[config.mk]
export PLATFORM = sky130hd
export DESIGN_NAME = psc_program_selector
export DESIGN_NICKNAME = d
export VERILOG_FILES = /design/src/psc_pkg.sv /design/src/psc_filter.sv /design/src/psc_timer.sv /design/src/psc_program_selector.sv
export SDC_FILE = /design/constraint.sdc
export NUM_CORES = 1
export LEC_CHECK = 0
export BUFFER_PORTS_ARGS = -buffer_cell sky130_fd_sc_hd__buf_2
export CORE_MARGIN = 2
export CORE_UTILIZATION = 49
export DETAILED_ROUTE_END_ITERATION = 10
export PLACE_DENSITY_LB_ADDON = 0.12
export SLEW_MARGIN = 30
export SYNTH_ARGS = -nofsm -noshare
export SYNTH_HDL_FRONTEND = slang
export SYNTH_SLANG_ARGS = --single-unit
[constraint.sdc]
create_clock -name ref_clk -period 4 [get_ports ref_clk]
set_clock_uncertainty 0.05 [all_clocks]
set_input_delay 1.2 -clock ref_clk [delete_from_list [all_inputs] [get_ports ref_clk]]
set_output_delay 1.2 -clock ref_clk [all_outputs]
set_load 0.02 [all_outputs]
[src/psc_pkg.sv]
// Package with constants and types of the program selector change logic.
package psc_pkg;
    localparam int NUM_PROG = 5;
    localparam int PROG_W = 3;
    localparam int NAME_CHARS = 22;
    localparam int CLK_MHZ = 250;
    // Pulse lengths in microseconds.
    localparam int DIRECT_DROP_US = 10000;
    localparam int LOGIC1_DROP_US = 20000;
    localparam int DIRECT_DROP_CYC = DIRECT_DROP_US * CLK_MHZ;
    localparam int LOGIC1_DROP_CYC = LOGIC1_DROP_US * CLK_MHZ;
    localparam int CNT_W = 32;
    localparam logic [PROG_W-1:0] RESET_PROG = 3'h0;
    localparam logic [4:0] RESET_SEL = 5'h01;

    typedef enum logic [1:0] {
        PSC_RUN,
        PSC_WAIT_DELAY,
        PSC_CHANGE
    } psc_state_t;

    function automatic logic psc_onehot(input logic [NUM_PROG-1:0] v,
                                        input logic [PROG_W-1:0] n);
        int c;
        c = 0;
        for (int i = 0; i < NUM_PROG; i++) begin
            if (v[i] && i < int'(n)) begin
                c = c + 1;
            end else if (v[i]) begin
                c = c + 2;
            end
        end
        return c == 1;
    endfunction : psc_onehot
endpackage : psc_pkg

[src/psc_filter.sv]
// Stability filter for the selector inputs.
module psc_filter #(
    parameter int WIDTH = 5,
    parameter int CNT_W = 32
) (
    // Clock and reset.
    input wire logic ref_clk,
    input wire logic rst_n,
    // Raw and filtered selection.
    input wire logic [WIDTH-1:0] raw,
    input wire logic [CNT_W-1:0] filter_cycles,
    output logic [WIDTH-1:0] stable,
    output logic stable_pulse
);
    typedef struct packed {
        logic [WIDTH-1:0] last;
        logic [WIDTH-1:0] stable;
        logic [CNT_W-1:0] cnt;
        logic pulse;
    } psc_filt_t;
    psc_filt_t s, next_s;

    // A new value is taken once it has stood for the filter time.
    always_comb begin
        next_s = s;
        next_s.pulse = 1'b0;
        if (raw != s.last) begin
            next_s.last = raw;
            next_s.cnt = '0;
        end else if (raw != s.stable) begin
            if (s.cnt + 1'b1 >= filter_cycles) begin
                next_s.stable = raw;
                next_s.pulse = 1'b1;
                next_s.cnt = '0;
            end else begin
                next_s.cnt = s.cnt + 1'b1;
            end
        end
    end

    always_ff @(posedge ref_clk or negedge rst_n) begin
        if (!rst_n) begin
            s <= '0;
        end else begin
            s <= next_s;
        end
    end

    assign stable = s.stable;
    assign stable_pulse = s.pulse;

    property p_filter_hold;
        @(posedge ref_clk) disable iff (!rst_n)
        (raw != s.last) |=> $stable(stable);
    endproperty
    a_filter_hold: assert property (p_filter_hold)
        else $error("stable value changed on an unsettled input");
endmodule : psc_filter

[src/psc_timer.sv]
// Down counter that holds a level while it runs.
module psc_timer #(
    parameter int CNT_W = 32
) (
    // Clock and reset.
    input wire logic ref_clk,
    input wire logic rst_n,
    // Control.
    input wire logic start,
    input wire logic [CNT_W-1:0] cycles,
    output logic busy
);
    typedef struct packed {
        logic [CNT_W-1:0] cnt;
    } psc_tmr_t;
    psc_tmr_t s, next_s;

    always_comb begin
        next_s = s;
        if (start) begin
            next_s.cnt = cycles;
        end else if (s.cnt != '0) begin
            next_s.cnt = s.cnt - 1'b1;
        end
    end

    always_ff @(posedge ref_clk or negedge rst_n) begin
        if (!rst_n) begin
            s <= '0;
        end else begin
            s <= next_s;
        end
    end

    assign busy = (s.cnt != '0);

    property p_timer_load;
        @(posedge ref_clk) disable iff (!rst_n)
        (start && cycles > 1) |=> busy;
    endproperty
    a_timer_load: assert property (p_timer_load)
        else $error("timer not running after start");
endmodule : psc_timer

[src/psc_program_selector.sv]
// Program selection and program change control.
module psc_program_selector #(
    parameter int NUM_PROG = psc_pkg::NUM_PROG,
    parameter int CNT_W = psc_pkg::CNT_W,
    parameter int DIRECT_DROP_CYC = psc_pkg::DIRECT_DROP_CYC,
    parameter int LOGIC1_DROP_CYC = psc_pkg::LOGIC1_DROP_CYC
) (
    // Clock and reset.
    input wire logic ref_clk,
    input wire logic reset_n,
    // Configuration.
    input wire logic [psc_pkg::PROG_W-1:0] prog_count,
    input wire logic [8*psc_pkg::NAME_CHARS-1:0] app_name_in,
    input wire logic app_name_load,
    input wire logic sel_tested,
    input wire logic [NUM_PROG-1:0] sel_test_pulse,
    input wire logic mode_switch_a,
    input wire logic mode_switch_b,
    input wire logic forward_enable,
    input wire logic forward_simultaneous,
    input wire logic [CNT_W-1:0] filter_cycles,
    input wire logic [CNT_W-1:0] changeover_cycles,
    // Per application routing of the current program.
    input wire logic [NUM_PROG-1:0] direct_route_a,
    input wire logic [NUM_PROG-1:0] direct_route_b,
    input wire logic [NUM_PROG-1:0] logic1_route_a,
    input wire logic [NUM_PROG-1:0] logic1_route_b,
    // Selector and local inputs.
    input wire logic [NUM_PROG-1:0] sel_in,
    input wire logic [NUM_PROG-1:0] local_in,
    // Application status.
    input wire logic bypass_active,
    input wire logic teach_active,
    input wire logic delay_running,
    input wire logic [1:0] app_out_req,
    // Outputs.
    output logic [1:0] app_out,
    output logic bypass_cancel,
    output logic [psc_pkg::PROG_W-1:0] active_prog,
    output logic changing,
    output logic app_restart,
    output logic [NUM_PROG-1:0] peer_data,
    output logic peer_valid,
    output logic sel_invalid,
    output logic [8*psc_pkg::NAME_CHARS-1:0] app_name
);
    typedef struct packed {
        logic [1:0] rst_sync;
        psc_pkg::psc_state_t st;
        logic [psc_pkg::PROG_W-1:0] prog;
        logic [psc_pkg::PROG_W-1:0] pend;
        logic [1:0] hold_val;
        logic [1:0] app_out;
        logic bypass_cancel;
        logic changing;
        logic app_restart;
        logic [NUM_PROG-1:0] peer_data;
        logic peer_valid;
        logic sel_invalid;
        logic [8*psc_pkg::NAME_CHARS-1:0] app_name;
    } psc_top_t;
    psc_top_t s, next_s;

    logic rst_n;
    logic [NUM_PROG-1:0] sel_eval;
    logic [NUM_PROG-1:0] sel_stable;
    logic sel_new;
    logic [NUM_PROG-1:0] direct_a_cur;
    logic [NUM_PROG-1:0] direct_b_cur;
    logic start_co, start_direct, start_logic1;
    logic co_busy, direct_busy, logic1_busy;
    logic [CNT_W-1:0] direct_cyc, logic1_cyc;
    logic [psc_pkg::PROG_W-1:0] sel_idx;
    logic [1:0] mode_sw;
    logic [1:0] drop_direct;
    logic [1:0] drop_logic1;

    assign rst_n = s.rst_sync[1];
    assign mode_sw = {mode_switch_b, mode_switch_a};
    assign direct_cyc = CNT_W'(DIRECT_DROP_CYC);
    assign logic1_cyc = CNT_W'(LOGIC1_DROP_CYC);
    assign direct_a_cur = direct_route_a;
    assign direct_b_cur = direct_route_b;

    // With testing, a selector input counts only while its pulse echo is low.
    assign sel_eval = sel_tested ? (sel_in & ~sel_test_pulse) : sel_in;

    psc_filter #(
        .WIDTH(NUM_PROG),
        .CNT_W(CNT_W)
    ) u_filter (
        .ref_clk(ref_clk),
        .rst_n(rst_n),
        .raw(sel_eval),
        .filter_cycles(filter_cycles),
        .stable(sel_stable),
        .stable_pulse(sel_new)
    );

    psc_timer #(.CNT_W(CNT_W)) u_changeover (
        .ref_clk(ref_clk),
        .rst_n(rst_n),
        .start(start_co),
        .cycles(changeover_cycles),
        .busy(co_busy)
    );

    psc_timer #(.CNT_W(CNT_W)) u_direct (
        .ref_clk(ref_clk),
        .rst_n(rst_n),
        .start(start_direct),
        .cycles(direct_cyc),
        .busy(direct_busy)
    );

    psc_timer #(.CNT_W(CNT_W)) u_logic1 (
        .ref_clk(ref_clk),
        .rst_n(rst_n),
        .start(start_logic1),
        .cycles(logic1_cyc),
        .busy(logic1_busy)
    );

    // Index of the single active selector input.
    always_comb begin
        sel_idx = psc_pkg::RESET_PROG;
        for (int i = 0; i < NUM_PROG; i++) begin
            if (sel_stable[i]) begin
                sel_idx = psc_pkg::PROG_W'(i);
            end
        end
    end

    // Which applications see a short drop for the new program.
    always_comb begin
        drop_direct = 2'b00;
        drop_logic1 = 2'b00;
        drop_direct[0] = direct_a_cur[s.pend] && !mode_sw[0];
        drop_direct[1] = direct_b_cur[s.pend] && !mode_sw[1];
        drop_logic1[0] = logic1_route_a[s.pend] && !mode_sw[0];
        drop_logic1[1] = logic1_route_b[s.pend] && !mode_sw[1];
    end

    assign start_co = (s.st == psc_pkg::PSC_CHANGE) && !s.changing
                      && (mode_sw != 2'b00);
    assign start_direct = (s.st == psc_pkg::PSC_CHANGE) && !s.changing
                          && (drop_direct != 2'b00);
    assign start_logic1 = (s.st == psc_pkg::PSC_CHANGE) && !s.changing
                          && (drop_logic1 != 2'b00);

    always_comb begin
        next_s = s;
        next_s.rst_sync = {s.rst_sync[0], 1'b1};
        next_s.bypass_cancel = 1'b0;
        next_s.app_restart = 1'b0;
        next_s.peer_valid = 1'b0;
        // Selection is invalid unless one configured input stands alone.
        next_s.sel_invalid = !psc_pkg::psc_onehot(sel_stable,
                                                  prog_count);
        if (app_name_load) begin
            next_s.app_name = app_name_in;
        end
        case (s.st)
            psc_pkg::PSC_RUN: begin
                next_s.changing = 1'b0;
                next_s.app_out = app_out_req;
                next_s.hold_val = app_out_req;
                if (sel_new && !next_s.sel_invalid && sel_idx != s.prog
                        && sel_idx < prog_count) begin
                    next_s.pend = sel_idx;
                    next_s.st = psc_pkg::PSC_WAIT_DELAY;
                end
            end
            psc_pkg::PSC_WAIT_DELAY: begin
                next_s.app_out = app_out_req;
                next_s.hold_val = app_out_req;
                if (bypass_active) begin
                    next_s.bypass_cancel = 1'b1;
                end
                // Stay in the old program while teach-in or delay runs.
                if (!teach_active && !delay_running
                        && !bypass_active) begin
                    next_s.st = psc_pkg::PSC_CHANGE;
                end
            end
            psc_pkg::PSC_CHANGE: begin
                for (int a = 0; a < 2; a++) begin
                    if (mode_sw[a]) begin
                        next_s.app_out[a] = 1'b0;
                    end else if (s.changing
                            && ((direct_busy && drop_direct[a])
                            || (logic1_busy && drop_logic1[a]))) begin
                        next_s.app_out[a] = 1'b0;
                    end else begin
                        next_s.app_out[a] = s.hold_val[a];
                    end
                end
                if (!s.changing) begin
                    next_s.changing = 1'b1;
                    next_s.prog = s.pend;
                    next_s.peer_valid = forward_enable;
                end else if (!co_busy && !direct_busy
                        && !logic1_busy) begin
                    next_s.changing = 1'b0;
                    next_s.app_restart = (mode_sw != 2'b00);
                    next_s.st = psc_pkg::PSC_RUN;
                end
            end
            default: begin
                next_s.st = psc_pkg::PSC_RUN;
            end
        endcase
        // Peer gets selector state or local inputs; its setup is unchecked.
        if (forward_simultaneous) begin
            next_s.peer_data = NUM_PROG'(1) << next_s.prog;
        end else begin
            next_s.peer_data = local_in;
            next_s.peer_valid = forward_enable;
        end
    end

    always_ff @(posedge ref_clk or negedge reset_n) begin
        if (!reset_n) begin
            s <= '0;
        end else if (!s.rst_sync[1]) begin
            s <= '0;
            s.rst_sync <= next_s.rst_sync;
        end else begin
            s <= next_s;
        end
    end

    assign app_out = s.app_out;
    assign bypass_cancel = s.bypass_cancel;
    assign active_prog = s.prog;
    assign changing = s.changing;
    assign app_restart = s.app_restart;
    assign peer_data = s.peer_data;
    assign peer_valid = s.peer_valid;
    assign sel_invalid = s.sel_invalid;
    assign app_name = s.app_name;

    property p_teach_blocks;
        @(posedge ref_clk) disable iff (!rst_n)
        (s.st == psc_pkg::PSC_WAIT_DELAY && teach_active)
            |=> (s.st == psc_pkg::PSC_WAIT_DELAY);
    endproperty
    a_teach_blocks: assert property (p_teach_blocks)
        else $error("program changed during teach-in");

    property p_bypass_cancel;
        @(posedge ref_clk) disable iff (!rst_n)
        (s.st == psc_pkg::PSC_WAIT_DELAY && bypass_active)
            |=> bypass_cancel;
    endproperty
    a_bypass_cancel: assert property (p_bypass_cancel)
        else $error("bypass not cancelled before change");

    property p_mode_off;
        @(posedge ref_clk) disable iff (!rst_n)
        (s.st == psc_pkg::PSC_CHANGE && mode_switch_a)
            |=> !app_out[0];
    endproperty
    a_mode_off: assert property (p_mode_off)
        else $error("output A on during operating mode change");

    property p_prog_stable;
        @(posedge ref_clk) disable iff (!rst_n)
        (s.st != psc_pkg::PSC_CHANGE) |=> $stable(active_prog);
    endproperty
    a_prog_stable: assert property (p_prog_stable)
        else $error("program changed outside change state");

    property p_prog_range;
        @(posedge ref_clk) disable iff (!rst_n)
        1'b1 |-> (active_prog < psc_pkg::PROG_W'(NUM_PROG));
    endproperty
    a_prog_range: assert property (p_prog_range)
        else $error("program index out of range");

    property p_hold;
        @(posedge ref_clk) disable iff (!rst_n)
        (s.st == psc_pkg::PSC_CHANGE && s.changing && !mode_switch_a
            && !direct_busy && !logic1_busy)
            |=> (app_out[0] == $past(s.hold_val[0]));
    endproperty
    a_hold: assert property (p_hold)
        else $error("output A not held during program switching");

    property p_forward;
        @(posedge ref_clk) disable iff (!rst_n)
        (forward_simultaneous && s.changing && peer_valid)
            |-> (peer_data == (NUM_PROG'(1) << active_prog));
    endproperty
    a_forward: assert property (p_forward)
        else $error("peer data does not match program");

    property p_run_follow;
        @(posedge ref_clk) disable iff (!rst_n)
        (rst_n && s.st == psc_pkg::PSC_RUN)
            |=> (app_out == $past(app_out_req));
    endproperty
    a_run_follow: assert property (p_run_follow)
        else $error("outputs do not follow application");

    property p_direct_drop;
        @(posedge ref_clk) disable iff (!rst_n)
        (s.st == psc_pkg::PSC_CHANGE && s.changing && direct_busy
            && drop_direct[0]) |=> !app_out[0];
    endproperty
    a_direct_drop: assert property (p_direct_drop)
        else $error("output A not dropped for a direct route");

    property p_logic1_drop;
        @(posedge ref_clk) disable iff (!rst_n)
        (s.st == psc_pkg::PSC_CHANGE && s.changing && logic1_busy
            && drop_logic1[1]) |=> !app_out[1];
    endproperty
    a_logic1_drop: assert property (p_logic1_drop)
        else $error("output B not dropped for an input 1 route");

    property p_invalid_keep;
        @(posedge ref_clk) disable iff (!rst_n)
        (s.st == psc_pkg::PSC_RUN
            && !psc_pkg::psc_onehot(sel_stable, prog_count))
            |=> (s.st == psc_pkg::PSC_RUN);
    endproperty
    a_invalid_keep: assert property (p_invalid_keep)
        else $error("invalid selection started a change");
endmodule : psc_program_selector

After elaboration in Yosys (flattened, before gate mapping):

Cells that the tools add are included.

* logic and storage cells: 175
* output and inout bits: 191
* bits in registers: 339
* bits of input ports: 291

* magnitude comparators: 8
* mux-type cells: 62
* $add $sub $neg: 12
* reduce and logical (&&, ||, !) cells: 53
* bitwise operators: 3
* equal/unequal tests: 16
* shifts and indexed selects: 1

Operator list (count)
* $mux W32: 16
* $mux W198: 1
* $mux W176: 1
* $add A32 B2 Y32 const B: 4
* $add A32 B3 Y32 const B: 4
* $reduce_bool A32 Y1: 3
* $sub A32 B1 Y32 const B: 3
* $mux W33: 1
* $add A32 B1 Y32 const B: 1
* $eq A32 B2 Y1 const B: 1
* $ge A32 B32 Y1: 1
* $logic_and A1 B1 Y1: 26
* $mux W2: 10
* $mux W1: 19
* $mux W3: 5
* $reduce_bool A2 Y1: 7
* $bmux W1 S3: 4
* $logic_not A1 Y1: 10
* $mux W5: 2
* $ne A5 B5 Y1: 2
* $ne A3 B3 Y1 const B: 3
* $lt A1 B3 Y1 const A: 2
* $lt A2 B3 Y1 const A: 2
* $ne A3 B2 Y1 const B: 2
* 22 further kinds: 25

Depth between registers and ports, before layout:

* depth in word-level cells: 22
* depth in mapped cells: 23
* mapped depth without buffers: 21

Modules after synthesis:

A second synthesis with hierarchy kept.

* cell total of the unflattened synthesis: 1974
* area, all modules: 20145.6 sq um

By module, submodules not included
* psc_program_selector: cells an instance 1028, instances 1, sequential area each 5004.8 sq um, area each 11198.2 sq um
* psc_timer (u_changeover ...): cells an instance 208, instances 2, sequential area each 800.8 sq um, area each 1910.6 sq um
* psc_filter: cells an instance 344, instances 1, sequential area each 1076.0 sq um, area each 3309.4 sq um
* psc_timer (u_logic1): cells an instance 186, instances 1, sequential area each 800.8 sq um, area each 1816.7 sq um

Least setup slack after synthesis:

OpenSTA, ideal clock, no wires.

* path type: in2reg
* start: input port prog_count[0] (netlist bit)
* end: register s[190] (netlist bit)
* path slack: -1546 ps
* stages on the path: 23
* path buffers: 2
* data arrival time: 5368 ps
* cells stage by stage: clkbuf_1 -> clkbuf_1 -> nor3_1 -> and2_1 -> ha_1 -> mux2_2 -> ha_1 -> a211oi_1 -> a41o_1 -> a211o_1 -> inv_1 -> ha_1 -> nand2_1 -> o22ai_1 -> or3b_2 -> ha_1 -> nand3_1 -> a21o_1 -> a21bo_2 -> a31oi_1 -> o211ai_1 -> nand3_1 -> mux2i_1

* longest elaborated chain between the ends: 21
* elaborated cells on any way between the ends: 34
* classes of those cells: 8 x add/sub; 6 x order compare; 2 x eq/ne; 9 x mux; 9 x reduce/logical

RTL lines
* start, declared: line psc_program_selector.sv:12 `input wire logic [psc_pkg::PROG_W-1:0] prog_count,`
* $lt A1 B3 Y1: line psc_pkg.sv:27 `if (v[i] && i < int'(n)) begin`
* $logic_and A1 B1 Y1: line psc_pkg.sv:27
* $mux W2: line psc_pkg.sv:27
* $add A32 B3 Y32: line psc_pkg.sv:30 `c = c + 2;`
* $mux W32: line psc_pkg.sv:29 `end else if (v[i]) begin`
* $mux W32: line psc_pkg.sv:27
* $add A32 B3 Y32: line psc_pkg.sv:30
* $mux W32: line psc_pkg.sv:29
* (+4 left out)
* $add A32 B3 Y32: line psc_pkg.sv:30
* $mux W32: line psc_pkg.sv:29
* $mux W32: line psc_pkg.sv:27
* $eq A32 B2 Y1: line psc_pkg.sv:33 `return c == 1;`
* $logic_and A1 B1 Y1 (2 in series): line psc_program_selector.sv:168 `if (sel_new && !next_s.sel_invalid && sel_idx != s.prog`
* $logic_and A1 B1 Y1 (*): line psc_program_selector.sv:169 `&& sel_idx < prog_count) begin`
* $ne A2 B1 Y1 (no line) (*)
* $reduce_and A2 Y1 (no line) (*)
* end signal, assigned: line psc_program_selector.sv:229 `s <= next_s;`
* end, declared: line psc_program_selector.sv:62 `psc_top_t s, next_s;`

Mark *: on every way between the ends. The rest lies on a longest branch, timed or not.
A chain may end at the register's enable or synchronous reset.

Worst setup path in the final report:

* start: input port prog_count[2] (netlist bit)
* end: register s[190] (netlist bit)

Same word-level chain as after synthesis.

==> flow_summary.yaml <==
worst_hold_path:
  hold_start: "next_s[199]"
  hold_class: "reg2reg"
power:
  p_leak_nw: 11.3
  p_per_area_mw_per_mm2: 392
  vdd_drop_max_mv: 0.283
floorplanning:
  core-area_mm2: 0.0378
  placement_rows: 71
  dieArea_mm2: 0.0401
  die_height_um: 200
  chipWidth_um: 200
  start_util_pct: 49.9
  i_o_pin_count: 482
synthesis:
  synthesis.area_mm2: 0.0189
  yosys_register_bits: 339
  sequential_cell_area_fraction_in_the_yosys_report_pct: 44.9
  yosys_most_used_dff: "dfrtp_1"
  synthesized_netlist_cell_count: 1857
  asyncSetResetFlopFracSynth_pct: 100
  synth.lib_cells_used.distinct: 78
  netlist.area_leader.share_pct: 44.9
  number_of_synthesized_flops_with_an_enable_pin: 0
  warnings_from_yosys: 0
  syn_nets: 2193
  netlist.top_cell.by_area: "dfrtp_1"
  synth.top_cells.by_area: "dfrtp_1, mux2i_1, buf_4"
  avgSynthCellArea_um2: 10.2
worst_setup_path:
  end_kind: "register"
  critical_path.startpoint: "prog_count[2]"
  worst_path_max_delay_cell: "or3b_4"
  worst_path_most_repeated_cell: "ha_4"
  timing.critical_path.from_type: "primary input"
  worstPathMaxFanout: 3
  worst_ep_arrival_time_ns: 5.09
  crit_path_cell_trace: "buf_6, nor3_4, and2_4, ha_4, mux2_4, ha_4, a211oi_2, a41o_1, a211o_1, inv_1, ha_1, nand2_1, o22ai_2, or3b_4, ha_4, buf_4, xnor2_1, or3_1, o211ai_1, nand3_2, mux2i_1"
  required_ns: 4.41
  regToRegStartpoint: "u_filter.stable[0]"
  setup.worst_path.class: "in2reg"
  crit_path_max_incr_delay_ns: 0.44
timing:
  max_freq_mhz: 214
  grt_setup_unrepaired: "true"
  setup_ws_ns: -0.673
  maxSlewViolCount: 0
  final_period_minus_worst_setup_slack_ns: 4.67
  worstMarginPinSlew_ns: 0.796
  fin_setup_tns_ns: -3.97
  final-hold-violation-count: 0
  final_min_period_over_clock_period_pct: 117
  finalSetupViolCount: 29
  relSlewSlack_pct: 46.9
finish:
  nNetsFinal: 2542
  drive_above_1_share_pct: 31.8
  final_common_cell: "buf_2"
  top_library_cells_by_usage_in_the_layout_fill_and_taps_aside: "buf_2, dfrtp_1, nor2b_1, mux2i_1, nand2_1"
  final_util_pct: 60.0
  flow.area_growth_from_synthesis_pct: 20.3
route:
  wl_per_cell_um: 18.2
  firstDrtPassIters: 5
  detail_route.wirelength_um: 50200
  num_vias: 14100
  route.antenna.remaining_nets: 0
  post_drt_via_cell_ratio: 5.12
  drc_viols: 0
  first_iter_violations: 833
clocking:
  worstSkewPairLatency_ns: 0.55
  h-tree-depth: 2
  post_cts_hold_buffer_count: 0
  cts_inserted_buffers: 39
  tritoncts: "yes"
  cts.sinks: 339
  clockBufferDepth: 3
  clock-root-buffer: "clkbuf_16"
  clock_pin_slew_of_the_registers_on_the_worst_case_setup_and_hold_paths_ns: 0.06
job:
  timing.max_cap.violations: 0
placed_design:
  placement.io_buffers: 481
  gp_routability_congestion: 0.870
  pre_cts_ws_ns: -1.26
  dp.final_hpwl_um: 37000
grt:
  track_usage_pct: 24.4
  grt_first_pass_wirelength_um: 78300
  grt.overflow.total: 0
  grt_antenna_before_repair: 23
  largest_net_degree_at_the_start_of_global_routing: 115
  number_of_global_route_vias_before_repair: 14200
run_status:
  failed_checks: "negative setup slack"
  run_status: "finished, violations left"
## kinds of logic after synthesis
logic type | count (synthesis) | share of synthesized area (%)
AO/OA/AOI/OAI | 214 | 7.60
XOR/XNOR | 113 | 5.24
adder cells (fa/ha/maj) | 45 | 2.98
buffers and inverters | 327 | 10.3
flip-flops | 339 | 44.9
multiplexers | 200 | 10.9
other | 1 | 0.0199
AND/OR/NAND/NOR | 618 | 18.1
## state kept, by name, indices dropped and copies added (netlist names), 2 cells and up
| signal | flops |
|---|---|
| app_name | 176 |
| u_filter.s | 37 |
| u_changeover.s | 32 |
| u_direct.s | 32 |
| u_logic1.s | 32 |
| s | 7 |
| peer_data | 5 |
| u_filter.stable | 5 |
| active_prog | 3 |
| app_out | 2 |
## per-layer routing
layer  wire (µm)  vias to the layer above  track usage [%]  part of all wire [%]
met1       21300                     6789             30.9                    43
met4        1360                        4             10.4                   2.7
li1            -                     6880                -                     -
met5          27                        -                0                 0.054
met3        2440                       88             4.38                   4.9
met2       25000                      372             41.2                    50
## critical path, delay by kind of cell
| family | cells | cell delay (ns) |
|---|---|---|
| adder cells (fa/ha/maj) | 4 | 0.85 |
| multiplexers | 2 | 0.48 |
| XOR/XNOR | 1 | 0.11 |
| AO/OA/AOI/OAI | 5 | 0.76 |
| buffers and inverters | 3 | 0.29 |
| AND/OR/NAND/NOR | 6 | 1.39 |
## through the flow
stage | total power, mW | std cells | instance area (µm²) | hold WS [ns]
6_report | 8.90 | 2759 | 22700 | 0.298
5_1_grt | 9.30 | 2759 | 22700 | 0.311
4_1_cts | 9.00 | 2733 | 22400 | 0.299
3_5_place_dp | 5.18 | 2659 | 21000 | 0.286
3_3_place_gp | 5.15 | 2659 | 21000 | 0.284
2_1_floorplan | 4.84 | 1857 | 19000 | 0.281
## cells in the mapped netlist (all sizes together) (6+ instances only)
| cell | instances |
|---|---|
| dfrtp | 339 |
| buf | 210 |
| nor2b | 194 |
| mux2i | 188 |
| nand2 | 106 |
| nor2 | 106 |
| xnor2 | 76 |
| o21ai | 60 |
| clkbuf | 58 |
| inv | 58 |
| ha | 45 |
| nor3 | 42 |
| a21oi | 40 |
| xor2 | 37 |
| nand3 | 36 |
| a22o | 28 |
| nor4 | 21 |
| or3 | 20 |
| a21o | 17 |
| nand4 | 17 |
| or4 | 16 |
| and2 | 15 |
| o31ai | 11 |
| a21boi | 10 |
| nand2b | 10 |
| and3 | 8 |
| mux2 | 8 |
| nand3b | 7 |
| o211ai | 6 |
## worst paths after layout
check                      slack (ns)             end  cells after the start
min in group asynchronous        0.34  u_logic1.s[29]                      0
hold / removal                   0.30           rst_n                      0
setup / recovery                -0.67          s[190]                     21
setup reg to reg                -0.14          s[190]                     19
hold reg to reg                  0.30           rst_n                      0
max in group asynchronous        2.37    peer_data[1]                      2
## power by group
part	internal (mW)	total [mW]	leakage (nW)	switching [mW]
clock network	2.32	3.76	0.667	1.44
logic	0.548	1.20	6.29	0.651
registers	3.71	3.94	4.32	0.236
## final cells by class
| type | instances | area [µm²] |
|---|---|---|
| diodes | 15 | 37.5 |
| clock buffers | 55 | 1150 |
| clock inverters | 13 | 208 |
| fillers | 3299 | 15100 |
| inverters | 59 | 221 |
| multi-input cells | 1191 | 8660 |
| flip-flops and latches | 339 | 8490 |
| well taps | 511 | 639 |
| repair buffers | 576 | 3320 |
## what timing repair did
item | CTS | global route
setup endpoints to repair | 12 | 42
setup buffers | 6 | 7
gates cloned | 0 | 3
resized for setup | 8 | 30
hold endpoints to repair | 0 | 0
pin swaps | 13 | 32
Note: power is estimated with default switching activity, not from simulation.
